===== src/design/tmc_pkg.sv =====
`default_nettype none
package tmc_pkg;
    // -------------------------------------------------------------
    // widths
    // -------------------------------------------------------------
    localparam int ADDR_W = 8;
    localparam int DATA_W = 32;
    localparam int CNT_W  = 16;
    localparam int NCHAN  = 2;

    // -------------------------------------------------------------
    // register offsets (byte addresses)
    // -------------------------------------------------------------
    localparam logic [ADDR_W-1:0] OFS_MODE_CTL = 8'h00;
    localparam logic [ADDR_W-1:0] OFS_CHAN_EN  = 8'h04;
    localparam logic [ADDR_W-1:0] OFS_CV2      = 8'h08;
    localparam logic [ADDR_W-1:0] OFS_CV3      = 8'h0c;
    localparam logic [ADDR_W-1:0] OFS_STATUS   = 8'h10;

    // -------------------------------------------------------------
    // mode control fields, one byte per channel (chan2 low byte)
    // -------------------------------------------------------------
    localparam int CHAN_FIELD_W = 8;
    localparam int MS_LSB       = 0;
    localparam int FAST_BIT     = 2;
    localparam int SHADOW_BIT   = 3;
    localparam int CTL_LSB      = 4;
    localparam int CLR_BIT      = 7;

    // enable/polarity fields: chan2 at 8/9, chan3 at 12/13
    localparam int EN_BIT_BASE  = 8;
    localparam int EN_STRIDE    = 4;
    localparam int POL_OFS      = 1;

    // status fields
    localparam int ST_PREP_LSB  = 0;
    localparam int ST_OUT_LSB   = 2;
    localparam int ST_SRC_LSB   = 4;

    // -------------------------------------------------------------
    // reset values
    // -------------------------------------------------------------
    localparam logic [15:0]      MODE_CTL_RST = 16'h0000;
    localparam logic [15:0]      CHAN_EN_RST  = 16'h0000;
    localparam logic [CNT_W-1:0] CV_RST       = 16'h0000;

    // -------------------------------------------------------------
    // encodings
    // -------------------------------------------------------------
    typedef enum logic [2:0] {
        CMP_FROZEN     = 3'h0,
        CMP_SET        = 3'h1,
        CMP_CLEAR      = 3'h2,
        CMP_TOGGLE     = 3'h3,
        CMP_FORCE_LOW  = 3'h4,
        CMP_FORCE_HIGH = 3'h5,
        CMP_PWM0       = 3'h6,
        CMP_PWM1       = 3'h7
    } tmc_cmp_mode_t;

    typedef enum logic [1:0] {
        MS_OUTPUT   = 2'h0,
        MS_IN_OWN   = 2'h1,
        MS_IN_OTHER = 2'h2,
        MS_IN_TRIG  = 2'h3
    } tmc_ms_t;
endpackage : tmc_pkg
`default_nettype wire


===== src/design/tmc_cv_shadow.sv =====
`timescale 1ns/1ps
`default_nettype none
module tmc_cv_shadow
#(
    parameter int W = 16
)
(
    input  wire logic         pclk,
    input  wire logic         presetn,
    input  wire logic         wr_en,
    input  wire logic [W-1:0] wr_data,
    input  wire logic         shadow_en,
    input  wire logic         update_event,
    output logic      [W-1:0] preload,
    output logic      [W-1:0] active
);
    import tmc_pkg::*;

    logic [W-1:0] preload_reg;
    logic [W-1:0] active_reg;

    // software copy, written from the bus
    always_ff @(posedge pclk or negedge presetn)
    begin
        if (!presetn)
            preload_reg <= W'(CV_RST);
        else if (wr_en)
            preload_reg <= wr_data;
    end

    // active copy: direct, or loaded only at update events
    always_ff @(posedge pclk or negedge presetn)
    begin
        if (!presetn)
            active_reg <= W'(CV_RST);
        else if (wr_en && !shadow_en)
            active_reg <= wr_data;
        else if (update_event)
            active_reg <= preload_reg;
    end

    assign preload = preload_reg;
    assign active  = active_reg;
endmodule : tmc_cv_shadow
`default_nettype wire


===== src/design/tmc_in_mux.sv =====
`timescale 1ns/1ps
`default_nettype none
module tmc_in_mux
(
    input  wire logic       pclk,
    input  wire logic       presetn,
    input  wire logic [1:0] mode_select,
    input  wire logic       own_in,
    input  wire logic       other_in,
    input  wire logic       trig_in,
    output logic            input_source
);
    import tmc_pkg::*;

    logic src_reg;

    // picks the capture source; output mode drives low
    always_ff @(posedge pclk or negedge presetn)
    begin
        if (!presetn)
            src_reg <= 1'b0;
        else
            unique case (tmc_ms_t'(mode_select))
                MS_OUTPUT:   src_reg <= 1'b0;
                MS_IN_OWN:   src_reg <= own_in;
                MS_IN_OTHER: src_reg <= other_in;
                MS_IN_TRIG:  src_reg <= trig_in;
            endcase
    end

    assign input_source = src_reg;
endmodule : tmc_in_mux
`default_nettype wire


===== src/design/tmc_top.sv =====
// Local design decisions: the APB slave port and the address map.
`timescale 1ns/1ps
`default_nettype none
// Functional notes
// - mode select field is write-protected while the channel enable bit is set
// - chan3 mode 00 output, 01 own input, 10 chan2 input, 11 trigger
// - chan2 mode 00 output, 01 own input, 10 chan3 input, 11 trigger
// - clear enable forces prepare low while filtered external trigger is high
// - frozen setting keeps prepare unchanged whatever the comparison says
// - setting 001 drives prepare high on match, 010 drives it low
// - setting 011 inverts prepare at each match
// - setting 100 forces prepare low, 101 forces it high
// - PWM0: high below compare counting up, low above compare counting down
// - PWM1: inverse of PWM0 in both directions
// - PWM prepare moves only on entry from frozen, a counter tick, a fast trigger edge or an external clear
// - shadow enable loads compare value into active copy only at update
// - fast enable in PWM makes a trigger edge act as a compare match
// - prepare high is active; polarity bits shape the channel output
// - chan3 has its own clear, control, shadow and fast fields at 15:10
module tmc_top
(
    input  wire logic                         pclk,
    input  wire logic                         presetn,
    // apb slave
    input  wire logic [tmc_pkg::ADDR_W-1:0]   paddr,
    input  wire logic                         psel,
    input  wire logic                         penable,
    input  wire logic                         pwrite,
    input  wire logic [tmc_pkg::DATA_W-1:0]   pwdata,
    output logic      [tmc_pkg::DATA_W-1:0]   prdata,
    output logic                              pready,
    output logic                              pslverr,
    // timer core
    input  wire logic [tmc_pkg::CNT_W-1:0]    counter_value,
    input  wire logic                         count_down,
    input  wire logic                         counter_tick,
    input  wire logic                         update_event,
    input  wire logic                         trigger_edge,
    input  wire logic                         filtered_ext_trigger,
    input  wire logic                         internal_trigger_signal,
    input  wire logic                         chan2_filtered_in_to_chan2,
    input  wire logic                         chan3_filtered_in_to_chan2,
    input  wire logic                         chan2_filtered_in_to_chan3,
    input  wire logic                         chan3_filtered_in_to_chan3,
    // channel results
    output logic                              chan2_compare_prepare,
    output logic                              chan3_compare_prepare,
    output logic                              chan2_output,
    output logic                              chan3_output,
    output logic                              chan2_input_source,
    output logic                              chan3_input_source
);
    import tmc_pkg::*;

    // -------------------------------------------------------------
    // register state
    // -------------------------------------------------------------
    logic [15:0]       mode_ctl_reg;
    logic [15:0]       chan_en_reg;
    logic [DATA_W-1:0] prdata_reg;

    logic              wr_access;
    logic              rd_setup;
    logic              addr_hit;
    logic [15:0]       mode_ctl_next;
    logic [DATA_W-1:0] rd_next;

    // per-channel views
    logic [NCHAN-1:0]       prep;
    logic [NCHAN-1:0]       chan_out;
    logic [NCHAN-1:0]       in_src;
    logic [NCHAN-1:0]       cc_enable;
    logic [NCHAN-1:0]       cc_polarity;
    logic [NCHAN-1:0]       cv_wr;
    logic [NCHAN-1:0]       own_in;
    logic [NCHAN-1:0]       other_in;
    logic [CNT_W-1:0]       cv_preload [NCHAN];
    logic [CNT_W-1:0]       cv_active  [NCHAN];

    // -------------------------------------------------------------
    // apb decode
    // -------------------------------------------------------------
    // zero wait state: every access completes in its first access cycle
    assign pready    = 1'b1;
    assign wr_access = psel && penable && pwrite;
    assign rd_setup  = psel && !penable && !pwrite;

    // address hit for the five mapped words
    always_comb
    begin
        unique case (paddr)
            OFS_MODE_CTL,
            OFS_CHAN_EN,
            OFS_CV2,
            OFS_CV3,
            OFS_STATUS: addr_hit = 1'b1;
            default:    addr_hit = 1'b0;
        endcase
    end

    // unmapped addresses answer with an error, no side effect
    assign pslverr = psel && penable && !addr_hit;

    // -------------------------------------------------------------
    // mode control register
    // -------------------------------------------------------------
    // mode select bits keep their value while the owning channel is enabled
    always_comb
    begin
        mode_ctl_next = pwdata[15:0];
        for (int c = 0; c < NCHAN; c++)
        begin
            if (cc_enable[c])
                mode_ctl_next[c*CHAN_FIELD_W + MS_LSB +: 2] =
                    mode_ctl_reg[c*CHAN_FIELD_W + MS_LSB +: 2];
        end
    end

    always_ff @(posedge pclk or negedge presetn)
    begin
        if (!presetn)
            mode_ctl_reg <= MODE_CTL_RST;
        else if (wr_access && paddr == OFS_MODE_CTL)
            mode_ctl_reg <= mode_ctl_next;
    end

    // -------------------------------------------------------------
    // enable / polarity register
    // -------------------------------------------------------------
    always_ff @(posedge pclk or negedge presetn)
    begin
        if (!presetn)
            chan_en_reg <= CHAN_EN_RST;
        else if (wr_access && paddr == OFS_CHAN_EN)
            chan_en_reg <= pwdata[15:0];
    end

    // compare value write strobes
    assign cv_wr[0] = wr_access && paddr == OFS_CV2;
    assign cv_wr[1] = wr_access && paddr == OFS_CV3;

    // -------------------------------------------------------------
    // read path
    // -------------------------------------------------------------
    // read data is captured in the setup cycle, stable in access
    always_comb
    begin
        rd_next = '0;
        unique case (paddr)
            OFS_MODE_CTL: rd_next[15:0] = mode_ctl_reg;
            OFS_CHAN_EN:  rd_next[15:0] = chan_en_reg;
            OFS_CV2:      rd_next[CNT_W-1:0] = cv_preload[0];
            OFS_CV3:      rd_next[CNT_W-1:0] = cv_preload[1];
            OFS_STATUS:
            begin
                rd_next[ST_PREP_LSB +: NCHAN] = prep;
                rd_next[ST_OUT_LSB +: NCHAN]  = chan_out;
                rd_next[ST_SRC_LSB +: NCHAN]  = in_src;
            end
            default:      rd_next = '0;
        endcase
    end

    always_ff @(posedge pclk or negedge presetn)
    begin
        if (!presetn)
            prdata_reg <= '0;
        else if (rd_setup)
            prdata_reg <= rd_next;
    end

    assign prdata = prdata_reg;

    // -------------------------------------------------------------
    // input routing between the two channels
    // -------------------------------------------------------------
    assign own_in[0]   = chan2_filtered_in_to_chan2;
    assign other_in[0] = chan3_filtered_in_to_chan2;
    assign own_in[1]   = chan3_filtered_in_to_chan3;
    assign other_in[1] = chan2_filtered_in_to_chan3;

    // -------------------------------------------------------------
    // per-channel compare logic (index 0 is chan2, 1 is chan3)
    // -------------------------------------------------------------
    genvar gi;
    generate
        for (gi = 0; gi < NCHAN; gi++)
        begin : g_chan
            localparam int FB = gi * CHAN_FIELD_W;
            localparam int EB = EN_BIT_BASE + gi * EN_STRIDE;

            logic [1:0]    ms;
            logic          fast_en;
            logic          shadow_en;
            logic          clear_en;
            tmc_cmp_mode_t mode;
            tmc_cmp_mode_t mode_last_reg;
            logic          match;
            logic          below;
            logic          above;
            logic          pwm;
            logic          pwm_level;
            logic          cmp_level;
            logic          prep_reg;
            logic          prep_next;
            logic          fast_hit;
            logic          out_reg;

            // fields of this channel
            assign ms        = mode_ctl_reg[FB + MS_LSB +: 2];
            assign fast_en   = mode_ctl_reg[FB + FAST_BIT];
            assign shadow_en = mode_ctl_reg[FB + SHADOW_BIT];
            assign clear_en  = mode_ctl_reg[FB + CLR_BIT];
            assign mode      = tmc_cmp_mode_t'(mode_ctl_reg[FB + CTL_LSB +: 3]);
            assign cc_enable[gi]   = chan_en_reg[EB];
            assign cc_polarity[gi] = chan_en_reg[EB + POL_OFS];

            // compare value with optional shadow copy
            tmc_cv_shadow #(
                .W (CNT_W)
            ) u_cv (
                .pclk         (pclk),
                .presetn      (presetn),
                .wr_en        (cv_wr[gi]),
                .wr_data      (pwdata[CNT_W-1:0]),
                .shadow_en    (shadow_en),
                .update_event (update_event),
                .preload      (cv_preload[gi]),
                .active       (cv_active[gi])
            );

            // capture source selection
            tmc_in_mux u_mux (
                .pclk         (pclk),
                .presetn      (presetn),
                .mode_select  (ms),
                .own_in       (own_in[gi]),
                .other_in     (other_in[gi]),
                .trig_in      (internal_trigger_signal),
                .input_source (in_src[gi])
            );

            // counter against compare value
            assign match = counter_value == cv_active[gi];
            assign below = counter_value <  cv_active[gi];
            assign above = counter_value >  cv_active[gi];
            assign pwm   = mode == CMP_PWM0 || mode == CMP_PWM1;

            // fast path: a trigger edge stands in for a match
            assign fast_hit = pwm && fast_en && trigger_edge;

            // pwm shape from comparison and direction
            always_comb
            begin
                if (count_down)
                    pwm_level = !above;
                else
                    pwm_level = below;
                if (mode == CMP_PWM1)
                    pwm_level = !pwm_level;
            end

            // level a pwm channel takes at the compare point
            assign cmp_level = (mode == CMP_PWM1) ? !count_down : count_down;

            // previous control setting, to spot entry from frozen
            always_ff @(posedge pclk or negedge presetn)
            begin
                if (!presetn)
                    mode_last_reg <= CMP_FROZEN;
                else
                    mode_last_reg <= mode;
            end

            // prepare signal next value, clear has top priority
            always_comb
            begin
                prep_next = prep_reg;
                unique case (mode)
                    CMP_FROZEN:     prep_next = prep_reg;
                    CMP_SET:
                        if (counter_tick && match)
                            prep_next = 1'b1;
                    CMP_CLEAR:
                        if (counter_tick && match)
                            prep_next = 1'b0;
                    CMP_TOGGLE:
                        if (counter_tick && match)
                            prep_next = !prep_reg;
                    CMP_FORCE_LOW:  prep_next = 1'b0;
                    CMP_FORCE_HIGH: prep_next = 1'b1;
                    CMP_PWM0,
                    CMP_PWM1:
                        if (fast_hit)
                            prep_next = cmp_level;
                        else if (counter_tick || mode_last_reg == CMP_FROZEN)
                            prep_next = pwm_level;
                endcase
                // external clear overrides every setting
                if (clear_en && filtered_ext_trigger)
                    prep_next = 1'b0;
            end

            always_ff @(posedge pclk or negedge presetn)
            begin
                if (!presetn)
                    prep_reg <= 1'b0;
                else
                    prep_reg <= prep_next;
            end

            // channel output: active high prepare through polarity
            always_ff @(posedge pclk or negedge presetn)
            begin
                if (!presetn)
                    out_reg <= 1'b0;
                else if (cc_enable[gi] && tmc_ms_t'(ms) == MS_OUTPUT)
                    out_reg <= prep_reg ^ cc_polarity[gi];
                else
                    out_reg <= 1'b0;
            end

            // per-channel results out to the flat views
            assign prep[gi]     = prep_reg;
            assign chan_out[gi] = out_reg;
        end
    endgenerate

    // -------------------------------------------------------------
    // named outputs
    // -------------------------------------------------------------
    assign chan2_compare_prepare = prep[0];
    assign chan3_compare_prepare = prep[1];
    assign chan2_output          = chan_out[0];
    assign chan3_output          = chan_out[1];
    assign chan2_input_source    = in_src[0];
    assign chan3_input_source    = in_src[1];
endmodule : tmc_top
`default_nettype wire


===== config.mk =====
export PLATFORM = sky130hd
export DESIGN_NAME = tmc_top
export DESIGN_NICKNAME = d
export VERILOG_FILES = /design/src/design/tmc_pkg.sv /design/src/design/tmc_cv_shadow.sv /design/src/design/tmc_in_mux.sv /design/src/design/tmc_top.sv
export SDC_FILE = /design/constraint.sdc
export NUM_CORES = 1
export LEC_CHECK = 0
export BUFFER_PORTS_ARGS = -buffer_cell sky130_fd_sc_hd__buf_2
export CAP_MARGIN = 20
export CORE_ASPECT_RATIO = 1.75
export CORE_MARGIN = 5
export CORE_UTILIZATION = 55
export DETAILED_ROUTE_END_ITERATION = 6
export MAX_ROUTING_LAYER = met4
export PLACE_DENSITY_LB_ADDON = 0.3
export SYNTH_ARGS = -nofsm -noshare
export SYNTH_HDL_FRONTEND = slang
export SYNTH_SLANG_ARGS = --single-unit

===== constraint.sdc =====
create_clock -name pclk -period 2.5 [get_ports pclk]
set_input_delay 0.375 -clock pclk [delete_from_list [all_inputs] [get_ports pclk]]
set_output_delay 0.375 -clock pclk [all_outputs]
set_load 0.005 [all_outputs]

# Yosys cells after proc, flatten, opt, wreduce, memory -nomap -nowiden
# Index checks and enable logic that the tools add are counted.
[classes]
muxes = 31
order_cmp = 4
reduce_logical = 53
bitwise = 4
n_eq_ne = 36
[op_table]
columns = ["op", "count"]
rows = [
  ["two-way mux 16 bit", 4],
  ["one-hot mux 10 bit (4 select lines)", 1],
  ["== test 16 bit", 2],
  ["greater-than comparator 16 bit", 2],
  ["less-than comparator 16 bit", 2],
  ["one-hot mux 6 bit (5 select lines)", 1],
  ["== test 3 bit, second input constant", 8],
  ["logical AND 1 bit", 21],
  ["two-way mux 1 bit", 21],
  ["!= test 3 bit, second input constant", 6],
  ["== test 8 x 4 -> 1 bit, second input constant", 2],
  ["== test 3 x 2 -> 1 bit, second input constant", 4],
  ["zero test 1 bit", 12],
  ["zero test 3 bit", 4],
  ["one-hot mux 1 bit (6 select lines)", 2],
  ["AND reduction 5 bit", 2],
  ["== test 2 bit, second input constant", 4],
  ["== test 8 x 3 -> 1 bit, second input constant", 1],
  ["== test 8 x 5 -> 1 bit, second input constant", 1],
  ["zero test 8 bit", 1],
  ["!= test 4 bit, second input constant", 2],
  ["one-hot mux 1 bit (4 select lines)", 2],
  ["== test 3 x 1 -> 1 bit, second input constant", 2],
  ["OR reduction 5 bit", 1],
  ["9 further kinds", 20],
]
[totals]
in_bits = 71
ff_bits = 124
out_inout_bits = 40

# Longest topological paths before layout
[logic_depth]
ltp_word = 9
depth_mapped = 8

# Cells and area by module
# Synthesis repeated with hierarchy kept, for this count alone.
[unflattened]
hier_cells = 558
area_unflattened_um2 = 6870.3
[by_module_without_submodules]
columns = ["module", "instances", "seq_area_each_um2", "area_each_um2", "cells_per_inst"]
rows = [
  ["tmc_top", 1, 1451.4, 3802.4, 376],
  ["tmc_cv_shadow", 2, 800.8, 1485.2, 87],
  ["tmc_in_mux", 2, 25.0, 48.8, 4],
]

# Least setup slack after synthesis
# OpenSTA, ideal clock, no wires.
[synth_path]
path_type = "input-to-reg"
start = "input port paddr[5] in the netlist's numbering"
end = "register mode_ctl_reg[0]"
setup_ns = 0.125
slack_ns = 0.340
path_buffers = 1
arrival_time_ns = 2.035
cell_stages = 7
cell_sequence = "or4_4 > nor3_4 > buf_6 > and2_4 > nand2_4 > nor2_1 > mux2_2"
[synth_via]
elab_chain_cells = 3
[synth_lines]
columns = ["item", "line", "rtl"]
rows = [
  ["from (decl)", "tmc_top.sv:25", "input wire logic [tmc_pkg::ADDR_W-1:0] paddr,"],
  ["zero test 8 bit", "tmc_top.sv:123", "else if (wr_access && paddr == OFS_MODE_CTL)"],
  ["logical AND 1 bit", "tmc_top.sv:123", ""],
  ["AND reduction 2 bit (no source line)", "-", ""],
  ["to (signal assigned)", "tmc_top.sv:124", "mode_ctl_reg <= mode_ctl_next;"],
  ["to (decl)", "tmc_top.sv:58", "logic [15:0] mode_ctl_reg;"],
]
# No other way between the ends.
# A chain may end at the register's enable or synchronous reset.

# Final worst setup path
[layout_path]
start = "input port paddr[5] in the netlist's numbering"
end = "output port pslverr"
[layout_via]
elab_chain_cells = 5
[layout_lines]
columns = ["item", "line", "rtl"]
rows = [
  ["== test 8 x 3 -> 1 bit, or another cell as far along", "tmc_top.sv:91", "unique case (paddr)"],
  ["OR reduction 5 bit (*)", "tmc_top.sv:91", ""],
  ["two-way mux 1 bit (*)", "tmc_top.sv:91", ""],
  ["zero test 1 bit (*)", "tmc_top.sv:102", "assign pslverr = psel && penable && !addr_hit;"],
  ["logical AND 1 bit (*)", "tmc_top.sv:102", ""],
  ["to (decl)", "tmc_top.sv:32", "output logic pslverr,"],
]
# Every way passes the cells marked *; elsewhere a longest branch is shown, timed or not.

==> results.md <==
* Post-synthesis cell count at 585
* Static Leakage at 0.00390 uW
* Number of H-tree levels at 4
* Tightest slew margin relative to the limit at 39.7%
* Critical-path cell list: buf_2 -> or4_4 -> nor3_1 -> nor3_1 -> buf_2
* Final setup viols at 0
* Post-placement setup slack at 0.155 ns
* Count of pins on the block boundary at 111
* Minimum clock period at 2.39 ns
* Overall Global Routing Usage at 24.7%
* Starting Density at 55.9%
* Max-slew violation count at 0
* Buf/Inv on CP at 2
* Tightest Hold Check Type: input pin to async pin
* Post-synth top area share at 46.5%
* Synth top area cells: sky130_fd_sc_hd__dfrtp_1 (46%), sky130_fd_sc_hd__mux2_2 (7.8%), sky130_fd_sc_hd__ha_1 (6.0%), sky130_fd_sc_hd__mux2i_1 (5.7%), sky130_fd_sc_hd__mux2_4 (4.5%)
* Area added between synthesis and finish at 15.7%
* Via count at 4,857
* Remaining DRCs at 0
* Achievable Freq at 418 MHz
* Leading cell type by number of instances after synthesis: sky130_fd_sc_hd__dfrtp_1
* Signal arrival time at the worst endpoint at 2.02 ns
* Setup repair after global routing missed its margin: no
* Per-cell via count in the routed design at 5.95
* I/O Buffers at 77
* Synth Area per Inst at 11.4 um^2
* Routability Congestion at 0.918
* Setup ws final at 0.106 ns
* Number of global-route vias before repair at 5,111
* Cell Pwr Density at 633 nW/um^2
* Synth unique cells at 55
* Fraction of final layout cells sized beyond drive strength 1 at 30.3%
* Nets at 771
* Portion of the post-synthesis area used by sequential elements at 46.5%
* Share of async-settable or async-resettable flops after synthesis at 100%
* Status: complete, but fails checks
* Share of the clock period used by the worst path at 95.8%
* Worst r2r path cells at 8
* Clock Skew at 0.00995 ns
* Root cell of the clock tree: sky130_fd_sc_hd__clkbuf_16
* Crit Reg-Reg Startpoint: g_chan[1].u_cv.active[14]
* Data required time at the worst endpoint at 2.12 ns
* Slowest cell on the critical path: sky130_fd_sc_hd__nor3_1
* Half-perimeter wire length of the detailed placement result at 12,000 um
* Family with the most delay on the worst path: simple AND/OR/NAND/NOR gates
* Largest fanout on the critical path at 7
* Transition time of the tightest slew-check pin at 0.898 ns
* Initial antenna violation count at 0
* Largest net degree at the start of global routing at 54
* Critical path type: input pin to output pin
* Number of max-cap violations at 0
* Clock Pin Slew Worst Setup and Hold Paths at 0.05 ns
* Core Region at 11,900 um^2
* Wirelength per Cell at 20.5 um
* Die X at 93.3 um
* List of most frequent post-synthesis cells: sky130_fd_sc_hd__dfrtp_1 (124), sky130_fd_sc_hd__nand2_1 (47), sky130_fd_sc_hd__mux2_2 (46)
* Number of flip-flops and latches in the synthesized netlist at 124
* Ys flop type: sky130_fd_sc_hd__dfrtp_1
* Number of detailed-routing iterations run before antenna repair at 7
* Total count of hold-check failures in the final report at 10
* Register-to-register path setup slack at 0.20 ns
* Critical Path Max Stage Delay at 0.74 ns
* Number of setup buffers added after CTS at 0
* Clock latency at the later pin of the worst-skew pair at 0.41 ns
* Number of clock sinks at 124
* Vertical die dimension at 156 um
* Yosys warnings at 0
* Antenna diode instance count at 0
* Largest area contributor in the netlist: sky130_fd_sc_hd__dfrtp_1
* Critical path capture point type: output pin
* TritonCTS buffer count at 17
* Number of enable flip-flop cells after synthesis at 0
* Violated checks: hold timing
* Maximum buffer depth of the clock tree at 2
* Total negative slack for setup checks at 0 ns
* Post-cts sizing count at 0
* Global-route wire length before repair at 26,400 um
* CTS tree: done
* Critical R2R Capture: chan3_compare_prepare
* Hold buffer count at cts at 0
* Number of violations reported at the end of detailed-routing iteration 0 at 301
* Congestion Overflow GR at 0
* Worst hold margin at -0.0154 ns
* Count of antenna-violating nets left after detailed routing at 0
* Maximum vdd drop at 588 uV
* Final routed wirelength across all metal layers at 16,800 um
* Floorplan die area at 14,500 um^2
* Type of origin of the critical path: input pin
* Number of rows created at floorplan at 53
* Area of the mapped netlist at 6680 um^2
report_power, final:
part	switching (uW)	internal [uW]	total (uW)	leakage, uW
Clock	833	1580	2420	0.000284
Sequential	47.1	2050	2090	0.00173
Combinational	223	158	381	0.00189
stage by stage:
stage / instances / hold slack (ns) / area [um^2] / total power [uW] / util [%]
2_1_floorplan: 600 / 0.0794 / 6730 / 2320 / -
3_5_place_dp: 786 / 0.440 / 7140 / 2500 / 59.8
5_1_grt: 816 / 0.0473 / 7720 / 5060 / 64.7
3_3_place_gp: 786 / 0.434 / 7140 / 2490 / 59.8
4_1_cts: 816 / 0.0132 / 7720 / 4910 / 64.7
6_report: 816 / -0.0154 / 7720 / 4890 / 64.7
how the worst max path moves through the flow:
stage                                         start                    end  slack [ns]  depth (start not counted)
after floorplan                            paddr[5]        mode_ctl_reg[0]        0.34                          7
after global placement                     paddr[5]                pslverr        0.16                          5
after detailed placement                   paddr[5]                pslverr        0.15                          5
after CTS                                  paddr[5]                pslverr        0.15                          5
after global routing      g_chan[1].u_cv.active[14]  chan3_compare_prepare        0.06                          8
final                                      paddr[5]                pslverr        0.11                          5
final cells by class:
class / count / area (um^2)
Clock buffer: 24 / 502
Timing Repair Buffer: 92 / 526
Tap cell: 137 / 171
Sequential cell: 124 / 3100
Inverter: 32 / 120
Clock inverter: 6 / 85.1
Multi-Input combinational cell: 401 / 3220
Fill cell: 940 / 4210
placed cells by master, fill, tap and decap left out, types with 3 or more instances in the layout:
cell                        instances
sky130_fd_sc_hd__buf_4             14
sky130_fd_sc_hd__buf_2             76
sky130_fd_sc_hd__a222oi_1           4
sky130_fd_sc_hd__mux2i_1           38
sky130_fd_sc_hd__a211oi_1           3
sky130_fd_sc_hd__dfrtp_1          124
sky130_fd_sc_hd__o21ai_0           29
sky130_fd_sc_hd__ha_1              32
sky130_fd_sc_hd__mux4_2            12
sky130_fd_sc_hd__clkbuf_8           5
sky130_fd_sc_hd__clkbuf_16         17
sky130_fd_sc_hd__nand3_1            5
sky130_fd_sc_hd__mux2_2            46
sky130_fd_sc_hd__inv_1             32
sky130_fd_sc_hd__nor3_1             4
sky130_fd_sc_hd__conb_1            17
sky130_fd_sc_hd__a21oi_1           45
sky130_fd_sc_hd__nor2b_1            5
sky130_fd_sc_hd__o31ai_1            3
sky130_fd_sc_hd__or3_1              4
sky130_fd_sc_hd__mux2_4            20
sky130_fd_sc_hd__nor2_1            38
sky130_fd_sc_hd__nand4_1            8
sky130_fd_sc_hd__nand2_1           47
per-layer routing:
metal | track usage [%] | vias up | routed length (um) | share of wire, %
met1 | 27.1 | 2410 | 6310 | 38
met3 | 3.96 | 43 | 756 | 4.5
li1 | - | 2231 | - | -
met2 | 41.5 | 173 | 8760 | 52
met5 | - | - | 0 | 0
met4 | 15.0 | 0 | 936 | 5.6
kinds of logic (layout without fill, tap and decap cells):
kind of cell               Yosys count  in the layout  synth area share [%]
muxes                              116            116                  22.0
AOI/OAI and AO/OA                  103            103                  9.01
buffers and inverters               75            154                  6.17
other                                2             17                 0.112
xor gates and xnor gates             2              2                 0.262
and+or+nand+nor                    131            131                  9.97
DFF                                124            124                  46.5
adders and majority gates           32             32                  6.00
No activity file was read; power rests on OpenSTA's default activity.
